**src/hdl/upc_pkg.sv**
```systemverilog
// upc_pkg: register map, field positions, reset values and timing for the
// usb port common control block.
// assumes a cpu register port of 32-bit longword accesses at byte addresses.
package upc_pkg;

    // register byte addresses
    localparam logic [31:0] ADDR_PHY_TUNING_A       = 32'hffe70094;
    localparam logic [31:0] ADDR_PHY_TUNING_B       = 32'hffe7009c;
    localparam logic [31:0] ADDR_PIN_ROLE_SELECT    = 32'hffe70800;
    localparam logic [31:0] ADDR_PHY_POWER_CONTROL  = 32'hffe70804;
    localparam logic [31:0] ADDR_MODULE_STATE       = 32'hffe70808;
    localparam logic [31:0] ADDR_HOST_EHCI_ALIGN    = 32'hffe7080c;
    localparam logic [31:0] ADDR_HOST_OHCI_ALIGN    = 32'hffe7081c;
    localparam logic [31:0] ADDR_CLOCK_SOURCE_SEL   = 32'hffe70858;

    // pin_role_select fields
    localparam int POS_ROLE_A_SENSE_PIN_SELECT       = 9;
    localparam int POS_PORT0_OVERCURRENT_PIN_SELECT = 8;
    localparam int POS_ROLE_A_ENABLE_LEVEL           = 4;
    localparam int POS_PORT0_OVERCURRENT_POLARITY   = 3;
    localparam int POS_ROLE_A_SENSE_POLARITY         = 1;
    localparam int POS_ROLE_A                       = 0;
    localparam logic [31:0] MASK_PIN_ROLE_SELECT    = 32'h0000031b;

    // phy_power_control fields
    localparam int POS_MODULE_RESET                 = 31;
    localparam int POS_PHY_RESET_RELEASE            = 2;
    localparam int POS_PLL_ENABLE                   = 1;
    localparam int POS_PHY_ENABLE                   = 0;
    localparam logic [31:0] MASK_PHY_POWER_CONTROL  = 32'h80000007;

    // module_state fields
    localparam int POS_MODULE_ACTIVE                = 31;
    localparam int POS_PLL_STABLE                   = 30;

    // clock_source_select fields
    localparam int POS_CLOCK_SOURCE                 = 7;
    localparam logic [31:0] RST_CLOCK_SOURCE_SEL    = 32'h00000224;

    // reset values
    localparam logic [31:0] RST_PHY_TUNING_A        = 32'h00400040;
    localparam logic [31:0] RST_PHY_TUNING_B        = 32'h00000000;
    localparam logic [31:0] RST_ALIGN               = 32'h00000000;
    localparam logic [31:0] RST_ZERO                = 32'h00000000;

    // timing
    localparam int CLK_PERIOD_NS                    = 10;
    localparam int STARTUP_TIME_US                  = 1000;
    localparam int STARTUP_CYCLES = (STARTUP_TIME_US * 1000) / CLK_PERIOD_NS;
    localparam int SYNC_STAGES                      = 2;

    // cpu register request
    typedef struct packed {
        logic        wr;
        logic        rd;
        logic [31:0] addr;
        logic [31:0] wdata;
    } upc_req_t;

    // answer to the cpu
    typedef struct packed {
        logic        rvalid;
        logic [31:0] rdata;
    } upc_rsp_t;

    // raw pins coming from the board
    typedef struct packed {
        logic port0_overcurrent_pin;
        logic port0_overcurrent_alt_pin;
        logic role_a_sense_pin;
        logic role_a_sense_alt_pin;
        logic pll_locked;
    } upc_pins_t;

    // conditioned signals toward the controllers and phy
    typedef struct packed {
        logic port0_overcurrent;
        logic role_a_sense;
        logic role_a_power_enable_pin;
        logic role_a_function_role;
        logic phy_enable;
        logic pll_enable;
        logic phy_reset_release;
        logic module_reset;
        logic clock_source;
        logic [31:0] ehci_align;
        logic [31:0] ohci_align;
        logic [31:0] tuning_a;
        logic [31:0] tuning_b;
    } upc_ctl_t;

endpackage : upc_pkg

```
**src/hdl/upc_sync.sv**
```systemverilog
// upc_sync: plain two-stage synchroniser, one bit wide per lane.
// assumes inputs are asynchronous to clk; output is a level.
`timescale 1ns/10ps
`default_nettype none
module upc_sync #(
    parameter int WIDTH = 1
) (
    // clock and reset
    input  wire logic             clk,
    input  wire logic             rst_n,
    // data
    input  wire logic [WIDTH-1:0] d_async,
    output var  logic [WIDTH-1:0] q_sync
);
    typedef struct packed {
        logic [WIDTH-1:0] meta;
        logic [WIDTH-1:0] stable;
    } upc_sync_st_t;

    upc_sync_st_t st_ff;
    upc_sync_st_t nxt_st;

    // first stage feeds only the second stage
    always_comb begin
        nxt_st        = st_ff;
        nxt_st.meta   = d_async;
        nxt_st.stable = st_ff.meta;
    end

    always_ff @(posedge clk or negedge rst_n) begin
        if (!rst_n) begin
            st_ff <= '0;
        end else begin
            st_ff <= nxt_st;
        end
    end

    assign q_sync = st_ff.stable;
endmodule : upc_sync
`default_nettype wire

```
**src/hdl/upc_startup.sv**
```systemverilog
// upc_startup: counts the power-up settle time before the module reads active.
// assumes clk runs from reset release; counts once, never restarts.
`timescale 1ns/10ps
`default_nettype none
module upc_startup #(
    parameter int CYCLES = upc_pkg::STARTUP_CYCLES
) (
    // clock and reset
    input  wire logic clk,
    input  wire logic rst_n,
    // status
    output var  logic done
);
    localparam int CW = $clog2(CYCLES + 1);
    localparam logic [CW-1:0] LAST = CW'(CYCLES);

    typedef struct packed {
        logic [CW-1:0] count;
        logic          done;
    } upc_start_st_t;

    upc_start_st_t st_ff;
    upc_start_st_t nxt_st;

    always_comb begin
        nxt_st = st_ff;
        if (!st_ff.done) begin
            nxt_st.count = st_ff.count + CW'(1);
            nxt_st.done  = (st_ff.count + CW'(1)) == LAST;
        end
    end

    always_ff @(posedge clk or negedge rst_n) begin
        if (!rst_n) begin
            st_ff <= '0;
        end else begin
            st_ff <= nxt_st;
        end
    end

    assign done = st_ff.done;
endmodule : upc_startup
`default_nettype wire

```
**src/hdl/upc_top.sv**
```systemverilog
// upc_top: common usb port control and status registers.
// assumes single-cycle longword cpu accesses; pins and pll lock asynchronous.
// What this block does
// - bit 8 picks port-0 overcurrent pin
// - function mode: bit 4 drives port-1 enable
// - bit 3 sets port-0 overcurrent polarity, only while bit 9 is set
// - bit 1 sets port-1 sense polarity, only while bit 8 is set
// - bit 0 selects host or function
// - bit 31 holds module registers reset
// - bit 0 enables the phy
// - bit 1 enables pll after phy
// - bit 2 releases phy reset last
// - active reads 0 during startup
// - pll stable bit follows pll lock while phy and pll are enabled
// - bit 7 picks crystal or external clock
// - ehci alignment register holds swap code
// - ohci alignment register holds swap code
// - bit 9 picks port-1 sense pin
// - port-1 enable pulls d+ up, starts low
`timescale 1ns/10ps
`default_nettype none
module upc_top #(
    parameter int STARTUP_CYCLES = upc_pkg::STARTUP_CYCLES
) (
    // clock and reset
    input  wire logic              clk,
    input  wire logic              rst_n,
    // cpu register port
    input  wire upc_pkg::upc_req_t req,
    output var  upc_pkg::upc_rsp_t rsp,
    // board pins and phy status
    input  wire upc_pkg::upc_pins_t pins,
    // toward controllers and phy
    output var  upc_pkg::upc_ctl_t ctl
);
    typedef struct packed {
        logic [31:0]        pin_role;
        logic [31:0]        power;
        logic [31:0]        ehci;
        logic [31:0]        ohci;
        logic [31:0]        tune_a;
        logic [31:0]        tune_b;
        logic               clk_src;
        upc_pkg::upc_rsp_t  rsp;
        upc_pkg::upc_ctl_t  ctl;
    } upc_top_st_t;

    upc_top_st_t st_ff;
    upc_top_st_t nxt_st;

    logic [4:0] pins_sync;
    logic       started;

    upc_sync #(
        .WIDTH (5)
    ) u_sync (
        .clk     (clk),
        .rst_n   (rst_n),
        .d_async (pins),
        .q_sync  (pins_sync)
    );

    upc_startup #(
        .CYCLES (STARTUP_CYCLES)
    ) u_startup (
        .clk   (clk),
        .rst_n (rst_n),
        .done  (started)
    );

    upc_pkg::upc_pins_t ps;
    assign ps = pins_sync;

    function automatic logic hit(input logic [31:0] a, input logic [31:0] r);
        hit = (a == r);
    endfunction : hit

    logic [31:0] state_word;
    logic        pll_ok;
    logic        active;

    always_comb begin
        pll_ok = ps.pll_locked & st_ff.power[upc_pkg::POS_PLL_ENABLE]
                 & st_ff.power[upc_pkg::POS_PHY_ENABLE];
        active = started & ~st_ff.power[upc_pkg::POS_MODULE_RESET];
        state_word = upc_pkg::RST_ZERO;
        state_word[upc_pkg::POS_MODULE_ACTIVE] = active;
        state_word[upc_pkg::POS_PLL_STABLE]    = pll_ok;
    end

    logic p0_raw;
    logic p1_raw;
    logic in_function;

    always_comb begin
        nxt_st = st_ff;
        in_function = st_ff.pin_role[upc_pkg::POS_ROLE_A];

        // register writes; reserved bits never stored
        if (req.wr) begin
            if (hit(req.addr, upc_pkg::ADDR_PIN_ROLE_SELECT)) begin
                nxt_st.pin_role = req.wdata & upc_pkg::MASK_PIN_ROLE_SELECT;
            end
            if (hit(req.addr, upc_pkg::ADDR_PHY_POWER_CONTROL)) begin
                nxt_st.power = req.wdata & upc_pkg::MASK_PHY_POWER_CONTROL;
            end
            if (hit(req.addr, upc_pkg::ADDR_HOST_EHCI_ALIGN)) begin
                nxt_st.ehci = req.wdata;
            end
            if (hit(req.addr, upc_pkg::ADDR_HOST_OHCI_ALIGN)) begin
                nxt_st.ohci = req.wdata;
            end
            if (hit(req.addr, upc_pkg::ADDR_PHY_TUNING_A)) begin
                nxt_st.tune_a = req.wdata;
            end
            if (hit(req.addr, upc_pkg::ADDR_PHY_TUNING_B)) begin
                nxt_st.tune_b = req.wdata;
            end
            if (hit(req.addr, upc_pkg::ADDR_CLOCK_SOURCE_SEL)) begin
                nxt_st.clk_src = req.wdata[upc_pkg::POS_CLOCK_SOURCE];
            end
        end

        // module reset clears all but clock select and status; reset bit kept unless power control is written
        if (st_ff.power[upc_pkg::POS_MODULE_RESET]) begin
            nxt_st.pin_role = upc_pkg::RST_ZERO;
            nxt_st.ehci     = upc_pkg::RST_ALIGN;
            nxt_st.ohci     = upc_pkg::RST_ALIGN;
            nxt_st.tune_a   = upc_pkg::RST_PHY_TUNING_A;
            nxt_st.tune_b   = upc_pkg::RST_PHY_TUNING_B;
            nxt_st.power    = upc_pkg::RST_ZERO;
            if (req.wr && hit(req.addr, upc_pkg::ADDR_PHY_POWER_CONTROL)) begin
                nxt_st.power = req.wdata & upc_pkg::MASK_PHY_POWER_CONTROL;
            end else begin
                nxt_st.power[upc_pkg::POS_MODULE_RESET] = 1'b1;
            end
        end

        // reads answer next cycle; unmapped reads return zero
        nxt_st.rsp.rvalid = req.rd;
        nxt_st.rsp.rdata  = upc_pkg::RST_ZERO;
        if (req.rd) begin
            unique case (1'b1)
                hit(req.addr, upc_pkg::ADDR_PIN_ROLE_SELECT):   nxt_st.rsp.rdata = st_ff.pin_role;
                hit(req.addr, upc_pkg::ADDR_PHY_POWER_CONTROL): nxt_st.rsp.rdata = st_ff.power;
                hit(req.addr, upc_pkg::ADDR_MODULE_STATE):      nxt_st.rsp.rdata = state_word;
                hit(req.addr, upc_pkg::ADDR_HOST_EHCI_ALIGN):   nxt_st.rsp.rdata = st_ff.ehci;
                hit(req.addr, upc_pkg::ADDR_HOST_OHCI_ALIGN):   nxt_st.rsp.rdata = st_ff.ohci;
                hit(req.addr, upc_pkg::ADDR_PHY_TUNING_A):      nxt_st.rsp.rdata = st_ff.tune_a;
                hit(req.addr, upc_pkg::ADDR_PHY_TUNING_B):      nxt_st.rsp.rdata = st_ff.tune_b;
                hit(req.addr, upc_pkg::ADDR_CLOCK_SOURCE_SEL): begin
                    nxt_st.rsp.rdata = upc_pkg::RST_CLOCK_SOURCE_SEL;
                    nxt_st.rsp.rdata[upc_pkg::POS_CLOCK_SOURCE] = st_ff.clk_src;
                end
                default: nxt_st.rsp.rdata = upc_pkg::RST_ZERO;
            endcase
        end

        // pin selection, then polarity by plain inversion
        p0_raw = st_ff.pin_role[upc_pkg::POS_PORT0_OVERCURRENT_PIN_SELECT]
                 ? ps.port0_overcurrent_alt_pin : ps.port0_overcurrent_pin;
        p1_raw = st_ff.pin_role[upc_pkg::POS_ROLE_A_SENSE_PIN_SELECT]
                 ? ps.role_a_sense_alt_pin : ps.role_a_sense_pin;
        // port-0 polarity honoured only while bit 9 is set, port-1 polarity only while bit 8 is set; otherwise low-active
        nxt_st.ctl.port0_overcurrent = p0_raw ^ ~(st_ff.pin_role[upc_pkg::POS_ROLE_A_SENSE_PIN_SELECT]
                 & st_ff.pin_role[upc_pkg::POS_PORT0_OVERCURRENT_POLARITY]);
        nxt_st.ctl.role_a_sense = p1_raw ^ ~(st_ff.pin_role[upc_pkg::POS_PORT0_OVERCURRENT_PIN_SELECT]
                 & st_ff.pin_role[upc_pkg::POS_ROLE_A_SENSE_POLARITY]);

        // host mode: enable follows power-on, held low here; function: pull-up level
        nxt_st.ctl.role_a_power_enable_pin = in_function
                 & st_ff.pin_role[upc_pkg::POS_ROLE_A_ENABLE_LEVEL];
        nxt_st.ctl.role_a_function_role = in_function;

        nxt_st.ctl.phy_enable = st_ff.power[upc_pkg::POS_PHY_ENABLE];
        // pll and release gated so a wrong order cannot start the phy
        nxt_st.ctl.pll_enable = st_ff.power[upc_pkg::POS_PLL_ENABLE]
                 & st_ff.power[upc_pkg::POS_PHY_ENABLE];
        nxt_st.ctl.phy_reset_release = st_ff.power[upc_pkg::POS_PHY_RESET_RELEASE]
                 & nxt_st.ctl.pll_enable;
        nxt_st.ctl.module_reset = st_ff.power[upc_pkg::POS_MODULE_RESET];
        nxt_st.ctl.clock_source = st_ff.clk_src;
        nxt_st.ctl.ehci_align   = st_ff.ehci;
        nxt_st.ctl.ohci_align   = st_ff.ohci;
        nxt_st.ctl.tuning_a     = st_ff.tune_a;
        nxt_st.ctl.tuning_b     = st_ff.tune_b;
    end

    always_ff @(posedge clk or negedge rst_n) begin
        if (!rst_n) begin
            st_ff                  <= '0;
            st_ff.tune_a           <= upc_pkg::RST_PHY_TUNING_A;
            st_ff.ctl.tuning_a     <= upc_pkg::RST_PHY_TUNING_A;
            st_ff.ctl.port0_overcurrent <= 1'b1;
            st_ff.ctl.role_a_sense  <= 1'b1;
        end else begin
            st_ff <= nxt_st;
        end
    end

    assign rsp = st_ff.rsp;
    assign ctl = st_ff.ctl;

    property p_role_a_enable_low_in_host;
        @(posedge clk) disable iff (!rst_n)
        !st_ff.pin_role[upc_pkg::POS_ROLE_A] |=> !ctl.role_a_power_enable_pin;
    endproperty
    a_role_a_enable_low_in_host: assert property (p_role_a_enable_low_in_host)
        else $error("role_a enable high in host mode");

    property p_role_a_enable_level;
        @(posedge clk) disable iff (!rst_n)
        st_ff.pin_role[upc_pkg::POS_ROLE_A] |=>
            ctl.role_a_power_enable_pin == $past(st_ff.pin_role[upc_pkg::POS_ROLE_A_ENABLE_LEVEL]);
    endproperty
    a_role_a_enable_level: assert property (p_role_a_enable_level)
        else $error("role_a enable does not follow level bit");

    property p_pll_needs_phy;
        @(posedge clk) disable iff (!rst_n)
        ctl.pll_enable |-> ctl.phy_enable;
    endproperty
    a_pll_needs_phy: assert property (p_pll_needs_phy)
        else $error("pll enabled without phy");

    property p_release_needs_pll;
        @(posedge clk) disable iff (!rst_n)
        ctl.phy_reset_release |-> ctl.pll_enable && ctl.phy_enable;
    endproperty
    a_release_needs_pll: assert property (p_release_needs_pll)
        else $error("phy released before pll");

    property p_inactive_at_start;
        @(posedge clk) disable iff (!rst_n)
        !started && req.rd && req.addr == upc_pkg::ADDR_MODULE_STATE
        |=> !rsp.rdata[upc_pkg::POS_MODULE_ACTIVE];
    endproperty
    a_inactive_at_start: assert property (p_inactive_at_start)
        else $error("active during startup");

    property p_module_reset_clears;
        @(posedge clk) disable iff (!rst_n)
        st_ff.power[upc_pkg::POS_MODULE_RESET] |=> st_ff.pin_role == upc_pkg::RST_ZERO;
    endproperty
    a_module_reset_clears: assert property (p_module_reset_clears)
        else $error("module reset left port settings");

    property p_role_write;
        @(posedge clk) disable iff (!rst_n)
        req.wr && req.addr == upc_pkg::ADDR_PIN_ROLE_SELECT
            && !st_ff.power[upc_pkg::POS_MODULE_RESET]
        |=> ##1 ctl.role_a_function_role == $past(req.wdata[upc_pkg::POS_ROLE_A], 2);
    endproperty
    a_role_write: assert property (p_role_write)
        else $error("role not applied two cycles after write");

    property p_reserved_zero;
        @(posedge clk) disable iff (!rst_n)
        (st_ff.pin_role & ~upc_pkg::MASK_PIN_ROLE_SELECT) == upc_pkg::RST_ZERO
        && (st_ff.power & ~upc_pkg::MASK_PHY_POWER_CONTROL) == upc_pkg::RST_ZERO;
    endproperty
    a_reserved_zero: assert property (p_reserved_zero)
        else $error("reserved bit stored");

    property p_clock_read;
        @(posedge clk) disable iff (!rst_n)
        req.rd && req.addr == upc_pkg::ADDR_CLOCK_SOURCE_SEL
        |=> rsp.rvalid && rsp.rdata[upc_pkg::POS_CLOCK_SOURCE] == ctl.clock_source;
    endproperty
    a_clock_read: assert property (p_clock_read)
        else $error("clock source readback mismatch");

    property p_phy_enable_out;
        @(posedge clk) disable iff (!rst_n)
        st_ff.power[upc_pkg::POS_PHY_ENABLE] |=> ctl.phy_enable;
    endproperty
    a_phy_enable_out: assert property (p_phy_enable_out)
        else $error("phy enable output not driven");

    property p_module_reset_out;
        @(posedge clk) disable iff (!rst_n)
        st_ff.power[upc_pkg::POS_MODULE_RESET] |=> ctl.module_reset;
    endproperty
    a_module_reset_out: assert property (p_module_reset_out)
        else $error("module reset output not driven");

    // clock select must survive the module reset
    property p_clock_kept_in_reset;
        @(posedge clk) disable iff (!rst_n)
        st_ff.power[upc_pkg::POS_MODULE_RESET]
            && !(req.wr && req.addr == upc_pkg::ADDR_CLOCK_SOURCE_SEL)
        |=> $stable(st_ff.clk_src);
    endproperty
    a_clock_kept_in_reset: assert property (p_clock_kept_in_reset)
        else $error("clock select disturbed by module reset");

    property p_port0_dedicated;
        @(posedge clk) disable iff (!rst_n)
        !st_ff.pin_role[upc_pkg::POS_PORT0_OVERCURRENT_PIN_SELECT]
            && !st_ff.pin_role[upc_pkg::POS_ROLE_A_SENSE_PIN_SELECT]
        |=> ctl.port0_overcurrent != $past(ps.port0_overcurrent_pin);
    endproperty
    a_port0_dedicated: assert property (p_port0_dedicated)
        else $error("port0 dedicated pin not inverted");

    property p_role_a_polarity;
        @(posedge clk) disable iff (!rst_n)
        st_ff.pin_role[upc_pkg::POS_PORT0_OVERCURRENT_PIN_SELECT]
            && st_ff.pin_role[upc_pkg::POS_ROLE_A_SENSE_POLARITY]
            && !st_ff.pin_role[upc_pkg::POS_ROLE_A_SENSE_PIN_SELECT]
        |=> ctl.role_a_sense == $past(ps.role_a_sense_pin);
    endproperty
    a_role_a_polarity: assert property (p_role_a_polarity)
        else $error("role_a polarity bit not honoured");
endmodule : upc_top
`default_nettype wire

```
**config.mk**
```make
export PLATFORM = sky130hd
export DESIGN_NAME = upc_top
export DESIGN_NICKNAME = d
export VERILOG_FILES = /design/src/hdl/upc_pkg.sv /design/src/hdl/upc_sync.sv /design/src/hdl/upc_startup.sv /design/src/hdl/upc_top.sv
export SDC_FILE = /design/constraint.sdc
export NUM_CORES = 1
export LEC_CHECK = 0
export ABC_AREA = 1
export BUFFER_PORTS_ARGS = -buffer_cell sky130_fd_sc_hd__buf_2
export CORE_AREA = 3 3 190 192
export CTS_BUF_LIST = sky130_fd_sc_hd__clkbuf_8
export CTS_CLUSTER_DIAMETER = 200
export CTS_CLUSTER_SIZE = 40
export DETAILED_ROUTE_END_ITERATION = 10
export DIE_AREA = 0 0 193 195
export SYNTH_ARGS = -nofsm -noshare
export SYNTH_HDL_FRONTEND = slang
export SYNTH_SLANG_ARGS = --single-unit
```
**constraint.sdc**
```tcl
create_clock -name clk -period 1.7 [get_ports clk]
set_input_delay 0.085 -clock clk [delete_from_list [all_inputs] [get_ports clk]]
set_output_delay 0.085 -clock clk [all_outputs]
set_load 0.02 [all_outputs]
```
* After elaboration in Yosys (flattened, before gate mapping)
Index checks and enable logic that the tools add are counted.
** Cells by class
- Mux-type cells :: 16
- $add $sub $neg :: 1
- Bitwise operators :: 13
- Reduce and logical (&&, ||, !) cells :: 15
- Equal/unequal tests :: 9
** Operator list (number)
- $eq 32x32->1 const B :: 8
- $pmux 32 s8 :: 1
- $mux 32 :: 7
- $mux 193 :: 1
- $mux 192 :: 1
- $add 17x1->17 const B :: 1
- $eq 17x17->1 const B :: 1
- $reduce_and 2->1 :: 7
- $reduce_bool 2->1 :: 7
- $and 1x1->1 :: 8
- $mux 1 :: 5
- $mux 3 :: 1
- $not 1->1 :: 3
- $xor 1x1->1 :: 2
- $logic_and 1x1->1 :: 1
** Word-level totals
- Logic and storage cells :: 80
- Register bits :: 391
- Output and inout bits :: 170
- Bits of input ports :: 73

* Longest topological paths before layout
Gate-level depths: netlist of run 1.
- Word-level depth :: 4
- Gate-level depth with buffers :: 13
- Mapped depth without buffers :: 12

* By module
A second synthesis of run 1 with hierarchy kept.
** Unflattened totals
- Cell total of the unflattened synthesis :: 1421
- Area total of the unflattened synthesis :: 14231.1 um^2
** By module, submodules not included
- upc_top :: area each 12858.6 um^2, cells an instance 1242, seq. area each 7739.9 um^2, instances 1
- upc_startup :: area each 1122.3 um^2, cells an instance 169, seq. area each 450.4 um^2, instances 1
- upc_sync :: area each 250.2 um^2, cells an instance 10, seq. area each 250.2 um^2, instances 1

* Worst setup path before layout of run 1
No wires, ideal clock.
- Path kind :: register -> register
- From :: reg u_startup.st_ff[1] (netlist bit)
- To :: reg u_startup.st_ff, in the netlist u_startup.done
- Path slack :: 0.190 ns
- Buffers on the path :: 0
- Required time :: 1.633 ns
- Cell stages (with the launch flop) :: 11
- Data arrival time :: 1.443 ns
- Period minus slack after synthesis :: 1.510 ns
- Setup time :: 0.067 ns
- Cells stage by stage :: dfrtp_1 ha_1 nand3_1 nor2_1 xnor2_1 nand2_1 nor2_1 nand2_1 nor2_1 nand2_1 nand2_1
** RTL lines
- start, declared :: line upc_startup.sv:22 : upc_start_st_t st_ff;
- start signal, assigned :: line upc_startup.sv:37 : st_ff <= nxt_st;

* Final worst setup path of run 1
- From :: reg st_ff, in the netlist nxt_st[129]
- To :: reg st_ff[301] (netlist bit)
** Between the ends
- Longest elaborated chain between the ends :: 2
- Elaborated cells between the ends (all ways) :: 4
- Classes of those cells :: 1 x mux; 3 x reduce/logical
** Ends and longest elaborated chain
- start, declared :: line upc_top.sv:48 : upc_top_st_t st_ff;
- start signal, assigned :: line upc_top.sv:197 : st_ff <= nxt_st;
- $reduce_bool 2->1 (no source line)
- $reduce_and 2->1 (no source line)
Several ways; a longest one is shown, not always the timed one.
A chain may end at the register's enable or synchronous reset.

==> flow_metrics.env, run 1 <==
export IMPL_power_share_sequential_pct=68.9
export IMPL_ys_ff_latch=337
export IMPL_min_path_type="primary input to flip-flop"
export IMPL_arrival_ns=2.16
export IMPL_rows=68
export IMPL_cap_violations=0
export IMPL_clk_pin_slew_ns=0.23
export IMPL_hp_start="req[65]"
export IMPL_core_area_mm2=0.03454
export IMPL_drive_gt1_share_pct=25.89
export IMPL_antenna_found_initial=0
export IMPL_cp_slowest_cell="dlygate4sd3_1"
export IMPL_worst_path_buf_inv=2
export IMPL_ant_nets=0
export IMPL_end_kind="flip-flop"
export IMPL_crit_family="buffers and inverters"
export IMPL_pwr_share_comb_pct=4.6
export IMPL_wirelength_mm=35.01
export IMPL_grt_use_total_pct=18.38
export IMPL_crit_path_max_fanout=5
export IMPL_r2r_start="nxt_st[129]"
export IMPL_clkPwrFrac_pct=26.5
export IMPL_syn_cell_area_mm2=0.01374
export IMPL_drtIter0Drc=672
export IMPL_cts_root_buf="clkbuf_8"
export IMPL_clock_latency_ns=0.58
export IMPL_cp_start_kind="flip-flop"
export IMPL_status="complete, no violations"
export IMPL_setup_viol=0
export IMPL_p_sw_w=0.002690
export IMPL_gp_congestion=0.8779
export IMPL_path_class="flip-flop to flip-flop"
export IMPL_power_density_mw_per_mm2=742.7
export IMPL_syn_to_final_growth_pct=14.53
export IMPL_leakagePower_nw=8.076
export IMPL_htreeDepth=1
export IMPL_die_w_um=193
export IMPL_cts_tree="yes"
export IMPL_grt_pass1_vias=9478
export IMPL_synth_warnings=0
export IMPL_grt_overflow=0
export IMPL_maxSlewHeadroom_pct=44.36
export IMPL_synth_fp_nets=1476
export IMPL_syn_area_per_cell_um2=9.807
export IMPL_clock_fmax_ghz=0.6212
export IMPL_post_route_period_util_pct=94.70
export IMPL_wl_per_cell_um=17.30
export IMPL_startpoint="nxt_st[129]"
export IMPL_grt_pass1_wl_mm=54.09
export IMPL_synth_cell_type_count=30
export IMPL_rsz0062_at_grt="true"
export IMPL_yosysTopAreaCellShare_pct=60.29
export IMPL_synth_largest_area_cell="dfrtp_1"
export IMPL_initial_core_util_pct=39.77
export IMPL_ir_drop_v=0.0006425
export IMPL_vias=9497
export IMPL_cts_sinks=337
export IMPL_synth_seq_area_share_pct=61.43
export IMPL_drc=0
export IMPL_die_h_um=195
export IMPL_dp_hpwl_mm=24.55
export IMPL_syn_instance_count=1401
export IMPL_p_total_w=0.01169
export IMPL_grt_max_degree=66
export IMPL_slew_viol_final=0
export IMPL_numCtsBuffers=12
export IMPL_num_fill_cells=3353
export IMPL_hold_slack_ns=0.04254
export IMPL_swShare_pct=23.01
export IMPL_boundaryPins=243
export IMPL_crit_chain="buf_4 -> nor2_2 -> nand2_1 -> o21ai_0 -> dlygate4sd3_1"
export IMPL_intPower_w=0.008997
export IMPL_finClkSkew_ns=0.04409
export IMPL_hold_viol=0
export IMPL_netlist_top_cells_area="dfrtp_1 60%, buf_4 9.6%, nand2_1 9.1%, o21ai_1 3.7%, nor2_1 3.1%"
export IMPL_layout_nets=1637
export IMPL_min_period_ns=1.610
export IMPL_max_stage_delay_ns=0.56
export IMPL_routed_via_density=4.695
export IMPL_multi_input_area_mm2=0.003568
export IMPL_die_area_mm2=0.03764
export IMPL_drtPass1Iterations=5
export IMPL_worst_slew_pin_slew_ns=0.8345
export IMPL_io_buffers=242
export IMPL_clock_path_buffers=3
export IMPL_final_seq_area_mm2=0.008447
export IMPL_antenna_cells=0
export IMPL_cp_data_required_time_ns=2.25
-- synthesized netlist by cell type --
cell and n:
nand2_1 334, dfrtp_1 331, buf_4 176, nor2_1 114
o21ai_1 102, inv_1 86, o21ai_0 80, nand3_1 53
buf_2 31, nand4_1 24, clkbuf_1 10, xor2_1 9
dfstp_2 6, a21oi_1 5, xnor2_1 5, inv_2 4
nor2_2 4, nor2_4 4, nor3_1 4, buf_6 3
nand3_2 3, a21oi_4 2, ha_1 2, mux2i_1 2
nand2_2 2, clkinv_1 1, clkinv_2 1, nand2_4 1
nand3_4 1, nor3_2 1
-- logic make-up (layout without fill, tap and decap cells) --
logic type,after synthesis,in the layout,share of synthesized area (%)
flops,337,337,61.43
compound gates,189,189,7.048
buf+inv,312,479,13.79
fa+ha+maj,2,2,0.1821
mux,2,2,0.1457
xor+xnor,14,14,0.8925
simple gates,545,545,16.51
-- through the flow --
step           utilization (%)  TNS (ns)  instances  worst slack, ns  instance area (um2)
5_1_grt                  45.55  -0.03654       2023         -0.03654                15740
3_5_place_dp             42.94   -0.8261       1949         -0.05772                14830
6_report                 45.55         0       2023          0.09011                15740
3_3_place_gp             42.94   -0.2347       1949         -0.02258                14830
4_1_cts                  44.88         0       2012          0.03777                15500
2_1_floorplan                -         0       1401           0.1898                13740
-- repair_timing --
item	in CTS	in global routing
endpoints found under the hold margin	482	0
hold buffers	43	0
gates resized for setup	0	43
buffers inserted	0	11
setup endpoints to repair	0	3
-- sequential cells by signal, summed over array words and instances (netlist names) --
| register | cells |
|---|---|
| in_function | 1 |
| u_startup.done | 1 |
| nxt_st | 131 |
| u_sync.nxt_st | 5 |
| rsp | 33 |
| ctl | 137 |
| st_ff | 7 |
| u_startup.st_ff | 17 |
| u_sync.q_sync | 5 |
-- worst paths after layout --
path,slack (ns),depth (start not counted),end
min in group asynchronous,0.50,3,rsp[14]
min,0.04,4,st_ff[300]
min reg2reg,0.37,0,u_sync.q_sync[0]
max reg2reg,0.09,5,st_ff[301]
max,0.09,5,st_ff[301]
max in group asynchronous,0.57,4,nxt_st[121]
-- power groups by stage --
stage	Combinational [W]	Clock (W)	Sequential (W)
floorplan	0.000104	0	0.00819
global placement	0.000462	0	0.00819
detailed placement	0.000469	0	0.00819
CTS	0.000553	0.00324	0.00805
global route	0.000609	0.00346	0.00806
finish	0.000538	0.00310	0.00805
-- routing by layer --
metal / track usage, % / routed length [um] / vias up
met4: 4.152 / 845 / 0
met2: 31.28 / 16900 / 262
met3: 2.262 / 1676 / 36
met5: 0 / 0 / -
met1: 25.28 / 15590 / 4627
li1: - / - / 4572
-- worst reg2reg max path, delay by kind of cell (launching register included) --
| kind | cells | cell delay [ns] |
|---|---|---|
| AOI/OAI and AO/OA | 1 | 0.07 |
| buffers and inverters | 2 | 0.74 |
| DFF | 1 | 0.50 |
| and+or+nand+nor | 2 | 0.26 |
-- final cells by class --
type                            instances  area share (%)
Sequential cell                       337           53.68
Clock buffer                           13           1.137
Timing Repair Buffer                  367           16.35
Inverter                               92           2.203
Tap cell                              455           3.618
Clock inverter                          7          0.3340
Multi-Input combinational cell        752           22.68
-- cell usage in the layout (no fill, tap or decap), types with 8 or more instances in the layout --
master / n
clkbuf_8: 13
nand4_1: 24
buf_2: 241
xor2_1: 8
inv_1: 90
nand2_2: 10
nand2_1: 325
o21ai_1: 101
buf_12: 24
dlygate4sd3_1: 42
nand3_1: 50
nor2_4: 9
o21ai_0: 80
nor2_2: 13
nor2_1: 100
dfrtp_1: 326
buf_4: 57
No activity file was read; power rests on OpenSTA's default activity.
==> inputs of run 2 (changes only) <==
Settings changed: ABC_AREA 1 to default, CORE_AREA 3 3 190 192 to 3 3 180 182, DIE_AREA 0 0 193 195 to 0 0 183 185, PLACE_DENSITY from default to 0.66.
==> flow_metrics.env, run 2 <==
export IMPL_reg2regPathDepth=6
export IMPL_syn_instance_count=1276
export IMPL_grt_overflow=0
export IMPL_yosysTopAreaCellShare_pct=59.59
export IMPL_die_w_um=183
export IMPL_clk_pin_slew_ns=0.23
export IMPL_fin_ws_ns=-0.1032
export IMPL_ff2ff_setup_slack_ns=0.02
export IMPL_routed_via_density=5.175
export IMPL_synth_fp_nets=1351
export IMPL_syn_cell_area_mm2=0.01390
export IMPL_leakagePower_nw=7.912
export IMPL_wirelength_mm=36.67
export IMPL_drc=0
export IMPL_die_h_um=185
export IMPL_ys_ff_latch=337
export IMPL_clock_latency_ns=0.57
export IMPL_regMostFlops="ctl"
export IMPL_syn_to_final_growth_pct=13.99
export IMPL_cp_data_required_time_ns=2.22
export IMPL_finClkSkew_ns=0.04337
export IMPL_layout_nets=1511
export IMPL_slew_viol_final=0
export IMPL_core_area_mm2=0.03075
export IMPL_cts_sinks=337
export IMPL_p_total_w=0.01171
export IMPL_antenna_found_initial=0
export IMPL_synth_most_common_cell="dfrtp_1"
export IMPL_r2r_end="u_startup.done"
export IMPL_violations="negative setup slack"
export IMPL_end_kind="flip-flop"
export IMPL_antenna_cells=0
export IMPL_initial_core_util_pct=45.21
export IMPL_status="complete, but fails checks"
export IMPL_post_route_period_util_pct=106.1
export IMPL_crit_path_max_fanout=26
export IMPL_numCtsBuffers=12
export IMPL_clock_path_buffers=3
export IMPL_placed_area_mm2=0.01495
export IMPL_rsz0062_at_grt="true"
export IMPL_largest_reg_flops=137
export IMPL_grt_max_degree=112
export IMPL_rows=64
export IMPL_yosys_top_cells_count="331 x dfrtp_1, 278 x nand2_1, 170 x buf_4, 134 x a21oi_1, 73 x mux2i_1"
export IMPL_synth_warnings=0
export IMPL_drtPass1Iterations=5
export IMPL_die_area_mm2=0.03386
export IMPL_cp_start_kind="primary input"
export IMPL_synth_seq_area_share_pct=60.72
export IMPL_synth_cell_type_count=51
export IMPL_gp_congestion=0.8211
export IMPL_cts_root_buf="clkbuf_8"
export IMPL_hold_viol=0
export IMPL_drive_gt1_share_pct=28.22
export IMPL_clock_fmax_ghz=0.5546
export IMPL_htreeDepth=1
export IMPL_cts_tree="yes"
export IMPL_min_period_ns=1.803
export IMPL_netlist_top_cells_area="dfrtp_1 60%, buf_4 9.2%, nand2_1 7.5%, mux2i_1 5.3%, a21oi_1 4.8%"
export IMPL_boundaryPins=243
export IMPL_maxSlewHeadroom_pct=62.70
export IMPL_ant_nets=0
export IMPL_layout_cells_most_common_list="327 x dfrtp_1, 276 x nand2_1, 240 x buf_2"
export IMPL_grt_pass1_wl_mm=55.67
export IMPL_wl_per_cell_um=19.95
export IMPL_drtIter0Drc=737
export IMPL_postLayoutCellArea_mm2=0.01585
export IMPL_ir_drop_v=0.0007289
export IMPL_final_common_cell="dfrtp_1"
export IMPL_synth_edff_count=0
export IMPL_vias=9512
export IMPL_arrival_ns=2.32
export IMPL_synth_largest_area_cell="dfrtp_1"
export IMPL_min_path_type="primary input to asynchronous set/reset pin"
export IMPL_r2r_start="u_startup.st_ff[7]"
export IMPL_grt_pass1_vias=9662
export IMPL_synthFlopType="dfrtp_1"
export IMPL_io_buffers=242
export IMPL_async_flop_share_pct=100.0
export IMPL_grt_use_total_pct=20.96
export IMPL_path_class="primary input to flip-flop"
export IMPL_cap_violations=0
export IMPL_setup_viol=100
export IMPL_worst_slew_pin_slew_ns=0.5595
export IMPL_power_density_mw_per_mm2=739.2
export IMPL_dp_hpwl_mm=24.58
export IMPL_syn_area_per_cell_um2=10.89
## run 2: cell count changes after synthesis, sizes merged, moves of 8 or more
| cell | previous run | this run |
|---|---|---|
| o21ai | 182 | 7 |
| nand2 | 337 | 278 |
| nand4 | 24 | 7 |
| nand3 | 57 | 9 |
| inv | 90 | 3 |
| o22a | 0 | 29 |
| mux2i | 2 | 73 |
| clkbuf | 10 | 44 |
| nor4 | 0 | 11 |
| a21oi | 7 | 134 |
| buf | 210 | 194 |
| nor2 | 122 | 58 |
| or4 | 0 | 8 |
## run 2: critical path, stage by stage
cell and delay (ns):
buf_6 0.09, or4_4 0.55, or4_4 0.48, or4_4 0.55
buf_12 0.19, o22a_1 0.24, a21oi_2 0.13
## run 2: through the flow
stage	worst slack [ns]	cells	utilization, %	TNS, ns	hold WS (ns)
2_1_floorplan	-0.4586	1276	-	-52.97	-0.2106
3_3_place_gp	-0.7472	1768	48.62	-95.91	-0.08669
4_1_cts	-0.06218	1829	50.87	-0.7454	0.01378
6_report	-0.1032	1838	51.53	-2.464	0.05066
3_5_place_dp	-0.7415	1768	48.62	-99.51	-0.08582
5_1_grt	-0.1085	1838	51.53	-2.952	0.03804
## run 2: worst max-delay path by stage
stage,from,endpoint,cells after the start
2_1_floorplan,req[41],rsp[0],7
3_5_place_dp,req[41],rsp[1],7
6_report,req[41],rsp[0],7
5_1_grt,req[41],rsp[5],8
4_1_cts,req[41],rsp[0],7
3_3_place_gp,req[41],rsp[1],7
## run 2: timing repair
item | in CTS | in global routing
setup endpoints to repair | 92 | 128
hold buffers | 40 | 0
setup buffers | 1 | 5
pin swaps | 0 | 6
gates resized for setup | 12 | 34
endpoints found under the hold margin | 483 | 0
gates cloned | 0 | 4
## run 2: cells by family (layout without fill, tap and decap cells)
group	Yosys count	in the layout	synth area share (%)
buffers and inverters	241	407	11.31
adder cells (fa/ha/maj)	2	2	0.1800
multiplexers	77	77	5.581
AND/OR/NAND/NOR	414	414	13.15
AO/OA/AOI/OAI	184	184	7.732
XOR/XNOR	21	21	1.323
flip-flops	337	337	60.72
## run 2: layout make-up
cell class | instances | area [um2]
Clock buffer | 13 | 178.9
Clock inverter | 7 | 52.55
Fill cell | 2768 | 14900
Inverter | 3 | 11.26
Multi-Input combinational cell | 698 | 4029
Sequential cell | 337 | 8448
Tap cell | 396 | 495.5
Timing Repair Buffer | 384 | 2630
## run 2: routing by layer
layer / GRT usage, % / share of wire [%] / vias up
met5: 0 / 0 / -
met4: 4.784 / 2.5 / 0
met3: 3.162 / 5.8 / 54
met2: 36.23 / 49 / 340
met1: 28.25 / 42 / 4767
li1: - / - / 4351
## run 2: power by group
| group | internal [W] | switching [W] |
|---|---|---|
| Sequential | 0.00805 | 0.00000404 |
| Combinational | 0.000245 | 0.000359 |
| Clock | 0.000756 | 0.00230 |
==> inputs of run 3 (changes only) <==
Settings changed: CAP_MARGIN from default to 15, MAX_ROUTING_LAYER from default to met4.
==> flow_metrics.env, run 3 (same netlist as run 2, synthesis figures left out) <==
export IMPL_leakagePower_nw=7.912
export IMPL_antenna_found_initial=0
export IMPL_htreeDepth=1
export IMPL_postLayoutCellArea_mm2=0.01585
export IMPL_hold_viol=0
export IMPL_status="complete, but fails checks"
export IMPL_ff2ff_setup_slack_ns=0.02
export IMPL_initial_core_util_pct=45.21
export IMPL_cp_data_required_time_ns=2.22
export IMPL_cts_sinks=337
export IMPL_cap_violations=0
export IMPL_layout_cells_most_common_list="327 x dfrtp_1, 276 x nand2_1, 240 x buf_2"
export IMPL_numCtsBuffers=12
export IMPL_final_common_cell="dfrtp_1"
export IMPL_dpl_cell_count=1768
export IMPL_vias=9456
export IMPL_drc=0
export IMPL_largest_reg_flops=137
export IMPL_crit_path_max_fanout=26
export IMPL_post_place_ws_ns=-0.7415
export IMPL_cts_root_buf="clkbuf_8"
export IMPL_finClkSkew_ns=0.04463
export IMPL_cts_tree="yes"
export IMPL_rows=64
export IMPL_rsz0062_at_grt="true"
export IMPL_clock_path_buffers=3
export IMPL_grt_use_total_pct=21.62
export IMPL_gp_congestion=0.8334
export IMPL_fin_ws_ns=-0.09910
export IMPL_cp_start_kind="primary input"
export IMPL_setup_viol=86
export IMPL_regMostFlops="ctl"
export IMPL_grt_max_degree=112
export IMPL_min_period_ns=1.799
export IMPL_wirelength_mm=36.75
export IMPL_maxSlewHeadroom_pct=62.04
export IMPL_reg2regPathDepth=6
export IMPL_drive_gt1_share_pct=28.22
export IMPL_crit_family="simple AND/OR/NAND/NOR gates"
export IMPL_grt_overflow=0
export IMPL_worst_slew_pin_slew_ns=0.5694
export IMPL_violations="negative setup slack"
export IMPL_syn_to_final_growth_pct=13.99
export IMPL_clock_fmax_ghz=0.5558
export IMPL_crit_chain="buf_6 -> or4_4 -> or4_4 -> or4_4 -> buf_12 -> o22a_1 -> a21oi_2"
export IMPL_antenna_cells=0
export IMPL_slew_viol_final=0
export IMPL_end_kind="flip-flop"
export IMPL_die_h_um=185
export IMPL_worst_path_buf_inv=2
export IMPL_power_density_mw_per_mm2=739.2
export IMPL_startpoint="req[41]"
export IMPL_drtPass1Iterations=6
export IMPL_grt_pass1_vias=9674
export IMPL_die_area_mm2=0.03386
export IMPL_boundaryPins=243
export IMPL_layout_nets=1511
export IMPL_dp_hpwl_mm=24.58
export IMPL_p_total_w=0.01171
export IMPL_post_route_period_util_pct=105.8
export IMPL_drtIter0Drc=750
export IMPL_die_w_um=183
export IMPL_stdcell_count=1838
export IMPL_max_stage_delay_ns=0.55
export IMPL_clk_pin_slew_ns=0.23
export IMPL_placed_area_mm2=0.01495
export IMPL_grt_pass1_wl_mm=55.66
export IMPL_path_class="primary input to flip-flop"
export IMPL_ir_drop_v=0.0007388
export IMPL_critPathMostFrequentCell="or4_4"
export IMPL_wl_per_cell_um=19.99
export IMPL_clock_latency_ns=0.58
export IMPL_r2r_start="u_startup.st_ff[1]"
export IMPL_core_area_mm2=0.03075
export IMPL_io_buffers=242
export IMPL_cp_slowest_cell="or4_4"
export IMPL_ant_nets=0
export IMPL_r2r_end="u_startup.done"
export IMPL_routed_via_density=5.145
export IMPL_arrival_ns=2.32
export IMPL_min_path_type="primary input to asynchronous set/reset pin"
-- run 3: cell counts in the layout (fill, tap and decap cells not counted) --
No cell type changed its count.
-- run 3: layout make-up --
| cell class | instances | area [um2] |
|---|---|---|
| Timing Repair Buffer | 384 | 2630 |
| Clock buffer | 13 | 178.9 |
| Inverter | 3 | 11.26 |
| Fill cell | 2767 | 14900 |
| Clock inverter | 7 | 52.55 |
| Multi-Input combinational cell | 698 | 4029 |
| Tap cell | 396 | 495.5 |
| Sequential cell | 337 | 8448 |
-- run 3: worst min-delay path: stages --
cell and delay, ns:
dlygate4sd3_1 0.56, buf_8 0.15, buf_12 0.23
-- run 3: repair_timing --
action / 4_1_cts / 5_1_grt
endpoints found under the hold margin: 483 / 0
cloned: 0 / 4
pin swaps: 0 / 6
resized for setup: 12 / 34
setup endpoints to repair: 92 / 127
hold buffers: 40 / 0
setup buffers: 1 / 5
-- run 3: worst max path at each step --
stage / endpoint / cells past startpoint
after CTS: rsp[0] / 7
after floorplan: rsp[0] / 7
after global routing: rsp[5] / 8
final: rsp[0] / 7
after detailed placement: rsp[1] / 7
after global placement: rsp[1] / 7
-- run 3: per-layer routing --
layer	track usage (%)	up-vias	share of wire (%)
met3	2.887	47	5.3
met4	4.784	0	2.4
met2	36.35	302	50
li1	-	4349	-
met5	-	-	0
met1	28.36	4758	43
-- run 3: stage by stage --
stage | TNS (ns) | hold slack (ns) | util [%]
4_1_cts | -0.7454 | 0.01378 | 50.87
3_3_place_gp | -95.91 | -0.08669 | 48.62
3_5_place_dp | -99.51 | -0.08582 | 48.62
6_report | -2.193 | 0.05137 | 51.53
2_1_floorplan | -52.97 | -0.2106 | -
5_1_grt | -2.924 | 0.03935 | 51.53
-- run 3: power breakdown --
part | total [W] | switching, W | internal (W)
clock network | 0.00306 | 0.00230 | 0.000756
logic | 0.000604 | 0.000359 | 0.000245
registers | 0.00805 | 0.00000408 | 0.00805
total | 0.0117 | 0.00267 | 0.00905
